<file path="config.mk">
export PLATFORM = sky130hd
export DESIGN_NAME = adc_input_gain_mute_ctrl
export DESIGN_NICKNAME = d
export VERILOG_FILES = /design/src/design/adc_input_gain_mute_ctrl.v
export VERILOG_INCLUDE_DIRS = /design/src /design/src/design
export SDC_FILE = /design/constraint.sdc
export NUM_CORES = 1
export LEC_CHECK = 0
export ABC_AREA = 1
export ABC_CLOCK_PERIOD_IN_PS = 3050
export BUFFER_PORTS_ARGS = -buffer_cell sky130_fd_sc_hd__buf_2
export CAP_MARGIN = 5
export CORE_UTILIZATION = 25
export DETAILED_ROUTE_END_ITERATION = 8
export GPL_TIMING_DRIVEN = 0
export SLEW_MARGIN = 30
export SYNTH_ARGS = -nofsm -noshare
export SYNTH_HDL_FRONTEND = slang
export SYNTH_SLANG_ARGS = --single-unit
</file>
<file path="constraint.sdc">
create_clock -name CLK -period 3.05 [get_ports CLK]
set_input_delay 0.305 -clock CLK [delete_from_list [all_inputs] [get_ports CLK]]
set_output_delay 0.305 -clock CLK [all_outputs]
set_load 0.02 [all_outputs]
</file>
<file path="src/design/adc_front_regs.vh">
`ifndef ADC_FRONT_REGS_VH
`define ADC_FRONT_REGS_VH

// control register addresses
`define ADDR_POWER_CTRL     8'h00
`define ADDR_INPUT_SELECT   8'h09
`define ADDR_TRANSITION     8'h0c
`define ADDR_LINE_POWER     8'h0f
`define ADDR_MIC_GAIN       8'h12
`define ADDR_LINE_GAIN      8'h13
`define ADDR_GAIN_CTRL      8'h1a
`define ADDR_DSP_GAIN_READ  8'h1b
`define ADDR_DMIC_CTRL      8'h1e

// field positions
`define BIT_ANALOG_INPUT_EN 3
`define BIT_LEFT_PIN_SEL    4
`define BIT_LEFT_DIFF       5
`define BIT_RIGHT_PIN_SEL   6
`define BIT_RIGHT_DIFF      7
`define BIT_SLOW_TRANSITION 5
`define BIT_LINE_AMP_POWER  5
`define BIT_LEFT_ZC_EN      0
`define BIT_RIGHT_ZC_EN     1
`define BIT_LEFT_DSP_EN     2
`define BIT_RIGHT_DSP_EN    3
`define BIT_SECOND_ADC_MUTE       6
`define BIT_ADC_MUTE        7
`define BIT_DIGITAL_MIC_2_ENABLE_EN        4
`define BIT_DIGITAL_MIC_1_ENABLE_EN        7

// reset value and unavailable line gain code
`define RESET_BYTE          8'h00
`define LINE_GAIN_NA        4'h8

// source codes
`define SRC_SINGLE_A        2'h0
`define SRC_SINGLE_B        2'h1
`define SRC_DIFF            2'h2
`define SECOND_ADC_SRC_NONE       2'h0
`define SECOND_ADC_SRC_LINE       2'h1
`define SECOND_ADC_SRC_DMIC       2'h2

// timing: timeout given in ms at a kHz rate, other counts in frame-clock samples
`define ZC_TIMEOUT_MS       16
`define ZC_RATE_KHZ         48
`define ZC_TIMEOUT_SAMPLES  (`ZC_TIMEOUT_MS * `ZC_RATE_KHZ)
`define MUTE_RAMP_SAMPLES   828
`define SLOW_STEP_SAMPLES   4

// dc blocker shift: cutoff = fs / (2 pi 2^11)
`define HPF_SHIFT           11

`endif

</file>
<file path="src/design/adc_input_gain_mute_ctrl.v">
// What this block does
// RL1 - analog enable routes shared pins to analog path; either dmic enable to dmic
// RL2 - left: diff 0 picks IN1/IN2 by selector; diff 1 takes pair 1
// RL3 - right: diff 0 picks IN3/IN4 by selector; diff 1 takes pair 2
// RL4 - mic gain register: left code bits 3-0, right code bits 7-4
// RL5 - codes 0-9 are 0-18 dB by 2 dB, A-F are 21-36 dB by 3
// RL6 - zero-cross enabled: new gain applied at crossing or timeout, per channel
// RL7 - timeout is 16 ms at 48 kHz after the write, then gain applied
// RL8 - zero-cross disabled: written gain applied at once
// RL9 - writing the present gain does not restart the timeout
// RL10 - host spaces mic gain writes by at least one timeout period
// RL11 - dsp gain enable: dsp sets gain, register field ignored, zero-cross still applies
// RL12 - dsp applied gains readable, left bits 3-0, right bits 7-4
// RL13 - line amp runs only while powered, feeds second adc left channel
// RL14 - line codes 0-7 are 0 to -21 dB, 8 unavailable, 9-F +3 to +21
// RL15 - digital_mic_2_enable on: second adc both channels from digital_mic_2_enable pin; off: line left only
// RL16 - dc-blocking high-pass: 3.73 Hz at 48k, 3.43 at 44.1k, 0.62 at 8k
// RL17 - soft mute ramps to full attenuation; clearing ramps back
// RL18 - mute cancelled mid-ramp returns at the same step rate
// RL19 - full ramp is 828 frame cycles, four times longer when slow
// RL20 - soft mute acts only while operating; power-down pin resets attenuation
// RL21 - host mutes, switches input, waits about 200 ms, then unmutes
// RL22 - slow transition bit: step every sample, or every four samples
// RL23 - ramp and timeout counters advance once per frame-clock sample
`timescale 1ns/1ns
`include "adc_front_regs.vh"

module adc_input_gain_mute_ctrl (
    input wire CLK,
    input wire RST_N,
    input wire REG_WRITE,
    input wire [7:0] REG_ADDR,
    input wire [7:0] REG_WDATA,
    output reg [7:0] REG_RDATA,
    input wire FRAME_CLOCK,
    input wire POWER_DOWN_PIN_N,
    input wire ZERO_CROSS_LEFT,
    input wire ZERO_CROSS_RIGHT,
    input wire [3:0] DSP_GAIN_LEFT,
    input wire [3:0] DSP_GAIN_RIGHT,
    input wire [23:0] ADC_SAMPLE,
    output reg [23:0] HPF_SAMPLE,
    output reg ANALOG_PATH_EN,
    output reg DMIC_PATH_EN,
    output reg [1:0] LEFT_SOURCE,
    output reg [1:0] RIGHT_SOURCE,
    output reg [3:0] LEFT_MIC_GAIN,
    output reg [3:0] RIGHT_MIC_GAIN,
    output reg LINE_AMP_ON,
    output reg [3:0] LINE_GAIN,
    output reg [1:0] SECOND_ADC_LEFT_SOURCE,
    output reg [1:0] SECOND_ADC_RIGHT_SOURCE,
    output reg [9:0] ADC_MUTE_ATT,
    output reg [9:0] SECOND_ADC_MUTE_ATT
);

    reg [7:0] power_ctrl;
    reg [7:0] input_select;
    reg [7:0] transition;
    reg [7:0] line_power;
    reg [7:0] mic_gain_setting;
    reg [7:0] line_gain_reg;
    reg [7:0] gain_ctrl;
    reg [7:0] dmic_ctrl;
    reg [7:0] dsp_mic_gain_readback;

    // three-stage synchronisers for pins
    reg [2:0] frame_sync;
    reg frame_level;
    reg [2:0] pdn_sync;
    reg pdn_level;
    wire frame_tick = (frame_sync[1] == frame_sync[2]) && frame_sync[2] && !frame_level;
    wire operating = pdn_level;

    always @(posedge CLK) begin
        if (!RST_N) begin
            // start high so a frame clock already high gives no false tick
            frame_sync <= 3'h7;
            frame_level <= 1'b1;
            pdn_sync <= 3'h0;
            pdn_level <= 1'b0;
        end else begin
            frame_sync <= {frame_sync[1:0], FRAME_CLOCK};
            pdn_sync <= {pdn_sync[1:0], POWER_DOWN_PIN_N};
            if (frame_sync[1] == frame_sync[2])
                frame_level <= frame_sync[2];
            if (pdn_sync[1] == pdn_sync[2])
                pdn_level <= pdn_sync[2];
        end
    end

    // register writes
    always @(posedge CLK) begin
        if (!RST_N) begin
            power_ctrl <= `RESET_BYTE;
            input_select <= `RESET_BYTE;
            transition <= `RESET_BYTE;
            line_power <= `RESET_BYTE;
            mic_gain_setting <= `RESET_BYTE;
            line_gain_reg <= `RESET_BYTE;
            gain_ctrl <= `RESET_BYTE;
            dmic_ctrl <= `RESET_BYTE;
        end else if (REG_WRITE) begin
            case (REG_ADDR)
                `ADDR_POWER_CTRL: power_ctrl <= REG_WDATA;
                `ADDR_INPUT_SELECT: input_select <= REG_WDATA;
                `ADDR_TRANSITION: transition <= REG_WDATA;
                `ADDR_LINE_POWER: line_power <= REG_WDATA;
                `ADDR_MIC_GAIN: mic_gain_setting <= REG_WDATA; // RL4
                `ADDR_LINE_GAIN: line_gain_reg <= REG_WDATA;
                `ADDR_GAIN_CTRL: gain_ctrl <= REG_WDATA;
                `ADDR_DMIC_CTRL: dmic_ctrl <= REG_WDATA;
                default: ;
            endcase
        end
    end

    // register reads, one cycle after the address
    always @(posedge CLK) begin
        if (!RST_N) begin
            REG_RDATA <= 8'h00;
        end else begin
            case (REG_ADDR)
                `ADDR_POWER_CTRL: REG_RDATA <= power_ctrl;
                `ADDR_INPUT_SELECT: REG_RDATA <= input_select;
                `ADDR_TRANSITION: REG_RDATA <= transition;
                `ADDR_LINE_POWER: REG_RDATA <= line_power;
                `ADDR_MIC_GAIN: REG_RDATA <= mic_gain_setting;
                `ADDR_LINE_GAIN: REG_RDATA <= line_gain_reg;
                `ADDR_GAIN_CTRL: REG_RDATA <= gain_ctrl;
                `ADDR_DSP_GAIN_READ: REG_RDATA <= dsp_mic_gain_readback; // RL12
                `ADDR_DMIC_CTRL: REG_RDATA <= dmic_ctrl;
                default: REG_RDATA <= 8'h00;
            endcase
        end
    end

    // dsp-applied gains captured for readback
    always @(posedge CLK) begin
        if (!RST_N)
            dsp_mic_gain_readback <= 8'h00;
        else
            dsp_mic_gain_readback <= {DSP_GAIN_RIGHT, DSP_GAIN_LEFT}; // RL12
    end

    // input routing
    always @(posedge CLK) begin
        if (!RST_N) begin
            ANALOG_PATH_EN <= 1'b0;
            DMIC_PATH_EN <= 1'b0;
            LEFT_SOURCE <= `SRC_SINGLE_A;
            RIGHT_SOURCE <= `SRC_SINGLE_A;
            LINE_AMP_ON <= 1'b0;
            LINE_GAIN <= 4'h0;
            SECOND_ADC_LEFT_SOURCE <= `SECOND_ADC_SRC_NONE;
            SECOND_ADC_RIGHT_SOURCE <= `SECOND_ADC_SRC_NONE;
        end else begin
            ANALOG_PATH_EN <= power_ctrl[`BIT_ANALOG_INPUT_EN]; // RL1
            DMIC_PATH_EN <= dmic_ctrl[`BIT_DIGITAL_MIC_1_ENABLE_EN] | dmic_ctrl[`BIT_DIGITAL_MIC_2_ENABLE_EN]; // RL1
            if (input_select[`BIT_LEFT_DIFF]) // RL2
                LEFT_SOURCE <= `SRC_DIFF;
            else if (input_select[`BIT_LEFT_PIN_SEL])
                LEFT_SOURCE <= `SRC_SINGLE_B;
            else
                LEFT_SOURCE <= `SRC_SINGLE_A;
            if (input_select[`BIT_RIGHT_DIFF]) // RL3
                RIGHT_SOURCE <= `SRC_DIFF;
            else if (input_select[`BIT_RIGHT_PIN_SEL])
                RIGHT_SOURCE <= `SRC_SINGLE_B;
            else
                RIGHT_SOURCE <= `SRC_SINGLE_A;
            LINE_AMP_ON <= line_power[`BIT_LINE_AMP_POWER]; // RL13
            // unavailable code keeps the last valid gain
            if (line_gain_reg[7:4] != `LINE_GAIN_NA)
                LINE_GAIN <= line_gain_reg[7:4]; // RL14
            if (dmic_ctrl[`BIT_DIGITAL_MIC_2_ENABLE_EN]) begin // RL15
                SECOND_ADC_LEFT_SOURCE <= `SECOND_ADC_SRC_DMIC;
                SECOND_ADC_RIGHT_SOURCE <= `SECOND_ADC_SRC_DMIC;
            end else begin
                SECOND_ADC_LEFT_SOURCE <= line_power[`BIT_LINE_AMP_POWER] ?
                    `SECOND_ADC_SRC_LINE : `SECOND_ADC_SRC_NONE; // RL13
                SECOND_ADC_RIGHT_SOURCE <= `SECOND_ADC_SRC_NONE;
            end
        end
    end

    // per-channel zero-cross gain update; gain code drives amp directly
    wire [7:0] gain_applied;
    genvar ch;
    generate
        for (ch = 0; ch < 2; ch = ch + 1) begin : gain_ch
            reg [2:0] zc_sync;
            reg zc_level;
            reg [3:0] applied;
            reg [3:0] target;
            reg pending;
            reg [9:0] zc_count;
            wire zc_pin = (ch == 0) ? ZERO_CROSS_LEFT : ZERO_CROSS_RIGHT;
            wire zc_event = (zc_sync[1] == zc_sync[2]) && (zc_sync[2] != zc_level);
            wire dsp_en = gain_ctrl[`BIT_LEFT_DSP_EN + ch];
            wire zc_en = gain_ctrl[`BIT_LEFT_ZC_EN + ch];
            wire [3:0] dsp_gain = (ch == 0) ? DSP_GAIN_LEFT : DSP_GAIN_RIGHT;
            wire [3:0] source = dsp_en ? dsp_gain : mic_gain_setting[4*ch+3:4*ch]; // RL11
            wire timeout = frame_tick && (zc_count == `ZC_TIMEOUT_SAMPLES - 1); // RL7
            always @(posedge CLK) begin
                if (!RST_N) begin
                    zc_sync <= 3'h0;
                    zc_level <= 1'b0;
                    applied <= 4'h0;
                    target <= 4'h0;
                    pending <= 1'b0;
                    zc_count <= 10'h000;
                end else begin
                    zc_sync <= {zc_sync[1:0], zc_pin};
                    if (zc_sync[1] == zc_sync[2])
                        zc_level <= zc_sync[2];
                    if (!zc_en) begin
                        applied <= source; // RL8
                        target <= source;
                        pending <= 1'b0;
                        zc_count <= 10'h000;
                    end else if (source != target) begin
                        // new value restarts the wait; same value leaves it running
                        target <= source; // RL9
                        pending <= (source != applied);
                        zc_count <= 10'h000;
                    end else if (pending) begin
                        if (zc_event || timeout) begin // RL6
                            applied <= target;
                            pending <= 1'b0;
                            zc_count <= 10'h000;
                        end else if (frame_tick) begin
                            zc_count <= zc_count + 10'h001; // RL23
                        end
                    end
                end
            end
            assign gain_applied[4*ch+3:4*ch] = applied;
        end
    endgenerate

    always @(posedge CLK) begin
        if (!RST_N) begin
            LEFT_MIC_GAIN <= 4'h0;
            RIGHT_MIC_GAIN <= 4'h0;
        end else begin
            LEFT_MIC_GAIN <= gain_applied[3:0]; // RL5
            RIGHT_MIC_GAIN <= gain_applied[7:4]; // RL5
        end
    end

    // soft mute ramps: index 0 stereo adc, index 1 second adc
    wire [19:0] att_now;
    generate
        for (ch = 0; ch < 2; ch = ch + 1) begin : mute_ch
            reg [9:0] att;
            reg [1:0] slow_count;
            wire mute_req = gain_ctrl[`BIT_ADC_MUTE - ch];
            wire slow = transition[`BIT_SLOW_TRANSITION];
            wire step = frame_tick && (!slow || slow_count == `SLOW_STEP_SAMPLES - 1); // RL22
            always @(posedge CLK) begin
                if (!RST_N || !operating) begin
                    att <= 10'h000; // RL20
                    slow_count <= 2'h0;
                end else begin
                    if (frame_tick)
                        slow_count <= slow_count + 2'h1; // RL23
                    if (step) begin
                        if (mute_req && att != `MUTE_RAMP_SAMPLES) // RL17
                            att <= att + 10'h001; // RL19
                        else if (!mute_req && att != 10'h000)
                            att <= att - 10'h001; // RL18
                    end
                end
            end
            assign att_now[10*ch+9:10*ch] = att;
        end
    endgenerate

    always @(posedge CLK) begin
        if (!RST_N) begin
            ADC_MUTE_ATT <= 10'h000;
            SECOND_ADC_MUTE_ATT <= 10'h000;
        end else begin
            ADC_MUTE_ATT <= att_now[9:0];
            SECOND_ADC_MUTE_ATT <= att_now[19:10];
        end
    end

    // first-order dc blocker, one update per sample
    reg signed [35:0] dc_est;
    wire signed [35:0] x_ext = {{1{ADC_SAMPLE[23]}}, ADC_SAMPLE, 11'h000};
    wire signed [35:0] err = x_ext - dc_est;
    always @(posedge CLK) begin
        if (!RST_N) begin
            dc_est <= 36'sh0;
            HPF_SAMPLE <= 24'h000000;
        end else if (frame_tick) begin
            dc_est <= dc_est + (err >>> `HPF_SHIFT); // RL16
            HPF_SAMPLE <= err[34:11]; // RL16
        end
    end

endmodule

</file>
==> impl_metrics.py <==
metrics = {
    "sta": {
        "setup_viol": 24,
        "finalHoldViolations": 0,
        "max_clock_freq_ghz": 0.2945,
        "setup-tns-final_ns": -5.136,
        "fin_ws_ns": -0.3461,
        "worstMarginPinSlew_ns": 0.8927,
        "post-route-period-util_pct": 111.3,
        "rsz0062_at_grt": "yes",
        "slew_violations": 0,
        "skew_ns": 0.01295,
        "hold_ws_ns": 0.07342,
        "slew_headroom_pct": 40.03,
        "fin_crit_ns": 3.396,
    },
    "clock_network": {
        "h-tree-depth": 1,
        "clock_path_buffers": 3,
        "clk_latency_ns": 0.59,
        "numCtsBuffers": 29,
        "clkTransAtPathRegs_ns": 0.06,
        "clock-root-buffer": "clkbuf_16",
        "cts_sinks": 259,
        "cts_tree": "done",
    },
    "power": {
        "intPower_mw": 6.805,
        "power.switching_mw": 3.259,
        "vdd_drop_max_mv": 0.3807,
        "pwr-share-clk_pct": 36.5,
        "cellLeakagePower_nw": 9.215,
        "p_per_area_mw_per_mm2": 495.0,
        "pwr-share-comb_pct": 28.8,
        "seqPwrFrac_pct": 34.8,
        "swShare_pct": 32.38,
    },
    "final_layout": {
        "final_layout_size_suffix_gt1_share_pct": 27.19,
        "utilization_pct": 35.04,
        "mostFrequentLayoutCells": "349 x nand2_1, 291 x inv_1, 235 x dfxtp_1, 221 x nor2_1, 184 x a21oi_1",
        "top_register": "dc_est",
        "layout.nets": 2597,
        "area_delta_synth_final_pct": 37.85,
        "reg_top3": "dc_est x36, HPF_SAMPLE x24",
        "final_cells": 3246,
        "largest_reg_flops": 36,
        "final_common_cell": "nand2_1",
    },
    "setup_path": {
        "cp_common_cell": "nand2_2",
        "cp.required_ns": 3.53,
        "cp-start-kind": "register",
        "worstPathArrival_ns": 3.87,
        "crit_path_end_kind": "register",
        "crit_slowest_cell": "dfxtp_2",
        "crit_fanout": 5,
        "path_class": "reg -> reg",
        "slowest_delay_ns": 0.35,
    },
    "global_route": {
        "grt_max_degree": 16,
        "grtUsageTotal_pct": 16.50,
        "grt_pass1_vias": 14200,
        "antenna_found_initial": 10,
        "grt-ovfl-total": 0,
        "grt_pass1_wl_um": 78200,
    },
    "routing": {
        "route.met3.wl_um": 3887,
        "drtIter0Drc": 989,
        "wl_met1_um": 22580,
        "wire_per_inst_um": 15.81,
        "wl_met2_um": 23230,
        "drc": 0,
        "via_count": 15200,
        "routed.top_layer": "met5",
        "wl_um": 51310,
        "first_pass_iters": 5,
        "final_antenna_net_count": 0,
        "vias_per_cell": 4.684,
    },
    "die": {
        "die_h_um": 244.9,
        "row_count": 88,
        "dieWidth_um": 244.9,
        "coreArea_mm2": 0.05803,
        "io_pins": 130,
        "die_area_mm2": 0.05997,
        "start_util_pct": 25.42,
    },
    "job": {
        "cap_violations": 0,
    },
    "synth": {
        "synth_area_mm2": 0.01475,
        "synth-edff-count": 0,
        "synth_ff_type": "dfxtp_1",
        "synthArstFlopShare_pct": 0,
        "synth_cells": 2183,
        "yosysWarnings": 0,
        "syn_nets": 2322,
        "synth-seq-area-share_pct": 35.16,
        "synth-seq-cells": 259,
        "synthDistinctLibCells": 51,
        "syn_avg_cell_area_um2": 6.756,
    },
    "place": {
        "place.gp.congestion": 0.9557,
        "dp_cells": 3076,
        "dp_hpwl_um": 37960,
        "dp_slack_ns": -1.023,
        "io_buffer_count": 128,
    },
    "outcome": {
        "violations": "negative setup slack",
        "outcome": "finished with violations",
    },
    "worst_hold_path": {
        "hp-class": "in -> reg",
    },
}
==> area by class of cell <==
| class | instances | area [um2] |
|---|---|---|
| well taps | 765 | 957.2 |
| diodes | 2 | 5.005 |
| repair buffers | 244 | 1587 |
| flip-flops and latches | 259 | 5228 |
| plain buffers | 54 | 219.0 |
| inverters | 337 | 1280 |
| clock buffers | 43 | 848.3 |
| fillers | 6027 | 37690 |
| multi-input cells | 1533 | 10060 |
| clock inverters | 9 | 145.1 |
==> metal layers <==
metal,global-route usage (%),up-vias
li1,-,7609
met1,21.57,7016
met2,26.73,466
met3,3.597,99
met4,5.478,14
met5,0,-
==> through the flow <==
step	instance area, um2	total power [mW]
after floorplan	14760	4.733
after global placement	16350	5.259
after detailed placement	16350	5.263
after CTS	19630	9.770
after global routing	20330	10.49
final	20330	10.06
==> path summary, 6_finish.rpt <==
| path | from | end | depth (start not counted) | slack (ns) |
|---|---|---|---|---|
| worst max-delay path | dc_est[13] | dc_est[35] | 28 | -0.35 |
| worst min-delay path | REG_WDATA[2] | transition[2] | 3 | 0.07 |
| worst max register to register | dc_est[13] | dc_est[35] | 28 | -0.35 |
| worst min register to register | pdn_sync[0] | pdn_sync[1] | 2 | 0.41 |
==> timing repair <==
action,4_1_cts,5_1_grt
pin swaps,91,79
gates resized for setup,364,132
endpoints found under the hold margin,12,0
gates cloned,0,0
setup buffers,77,27
hold buffers,12,0
setup endpoints to repair,30,31
==> synth_stat cells, types with 2 or more instances <==
master | instances | area share (%)
nand4_1 | 27 | 1.1
nand2_1 | 439 | 11
a21oi_1 | 224 | 7.6
o22ai_1 | 3 | 0.13
buf_1 | 6 | 0.15
nand3_1 | 109 | 3.7
nor2_4 | 2 | 0.15
or2_1 | 6 | 0.25
a211oi_1 | 3 | 0.15
inv_1 | 329 | 8.4
nand3b_1 | 3 | 0.15
a21boi_0 | 2 | 0.10
fa_1 | 3 | 0.41
nor3_1 | 25 | 0.85
or2_2 | 11 | 0.47
o21ai_2 | 7 | 0.42
o21a_1 | 7 | 0.36
nor2_2 | 2 | 0.085
a31oi_1 | 5 | 0.21
xor2_1 | 54 | 3.2
o221ai_1 | 4 | 0.24
o21ai_0 | 170 | 5.8
a21oi_2 | 4 | 0.24
buf_2 | 4 | 0.14
nor2_1 | 257 | 6.5
clkbuf_1 | 41 | 1.0
o211ai_1 | 7 | 0.36
o21bai_1 | 9 | 0.46
o31ai_1 | 3 | 0.15
nor4_1 | 10 | 0.42
a21o_1 | 11 | 0.56
dfxtp_1 | 259 | 35
ha_1 | 81 | 6.9
buf_4 | 3 | 0.15
inv_2 | 6 | 0.15
xnor2_1 | 22 | 1.3
nand2_2 | 4 | 0.17
o21ai_1 | 8 | 0.27
==> critical path: cells and delay by family, from the launching register on <==
kind	cells	cell delay, ns
simple gates	21	1.83
buf+inv	4	0.25
xor+xnor	1	0.21
fa+ha+maj	2	0.61
flops	1	0.35
==> power by group through the flow <==
stage / Sequential, mW / Clock [mW] / Combinational (mW)
finish: 3.50 / 3.67 / 2.90
global route: 3.50 / 3.89 / 3.10
CTS: 3.50 / 3.77 / 2.51
detailed placement: 3.56 / 0 / 1.70
global placement: 3.56 / 0 / 1.70
floorplan: 3.57 / 0 / 1.16
==> kinds of logic (layout without fill, tap and decap cells) <==
family,count (synthesis),after routing,synth area share (%)
and+or+nand+nor,901,901,25.55
AOI/OAI and AO/OA,471,471,17.41
buffers and inverters,391,687,10.07
DFF,259,259,35.16
adders and majority gates,84,84,7.279
xor gates and xnor gates,76,76,4.513
other,1,3,0.02543
No activity file was read; power rests on OpenSTA's default activity.
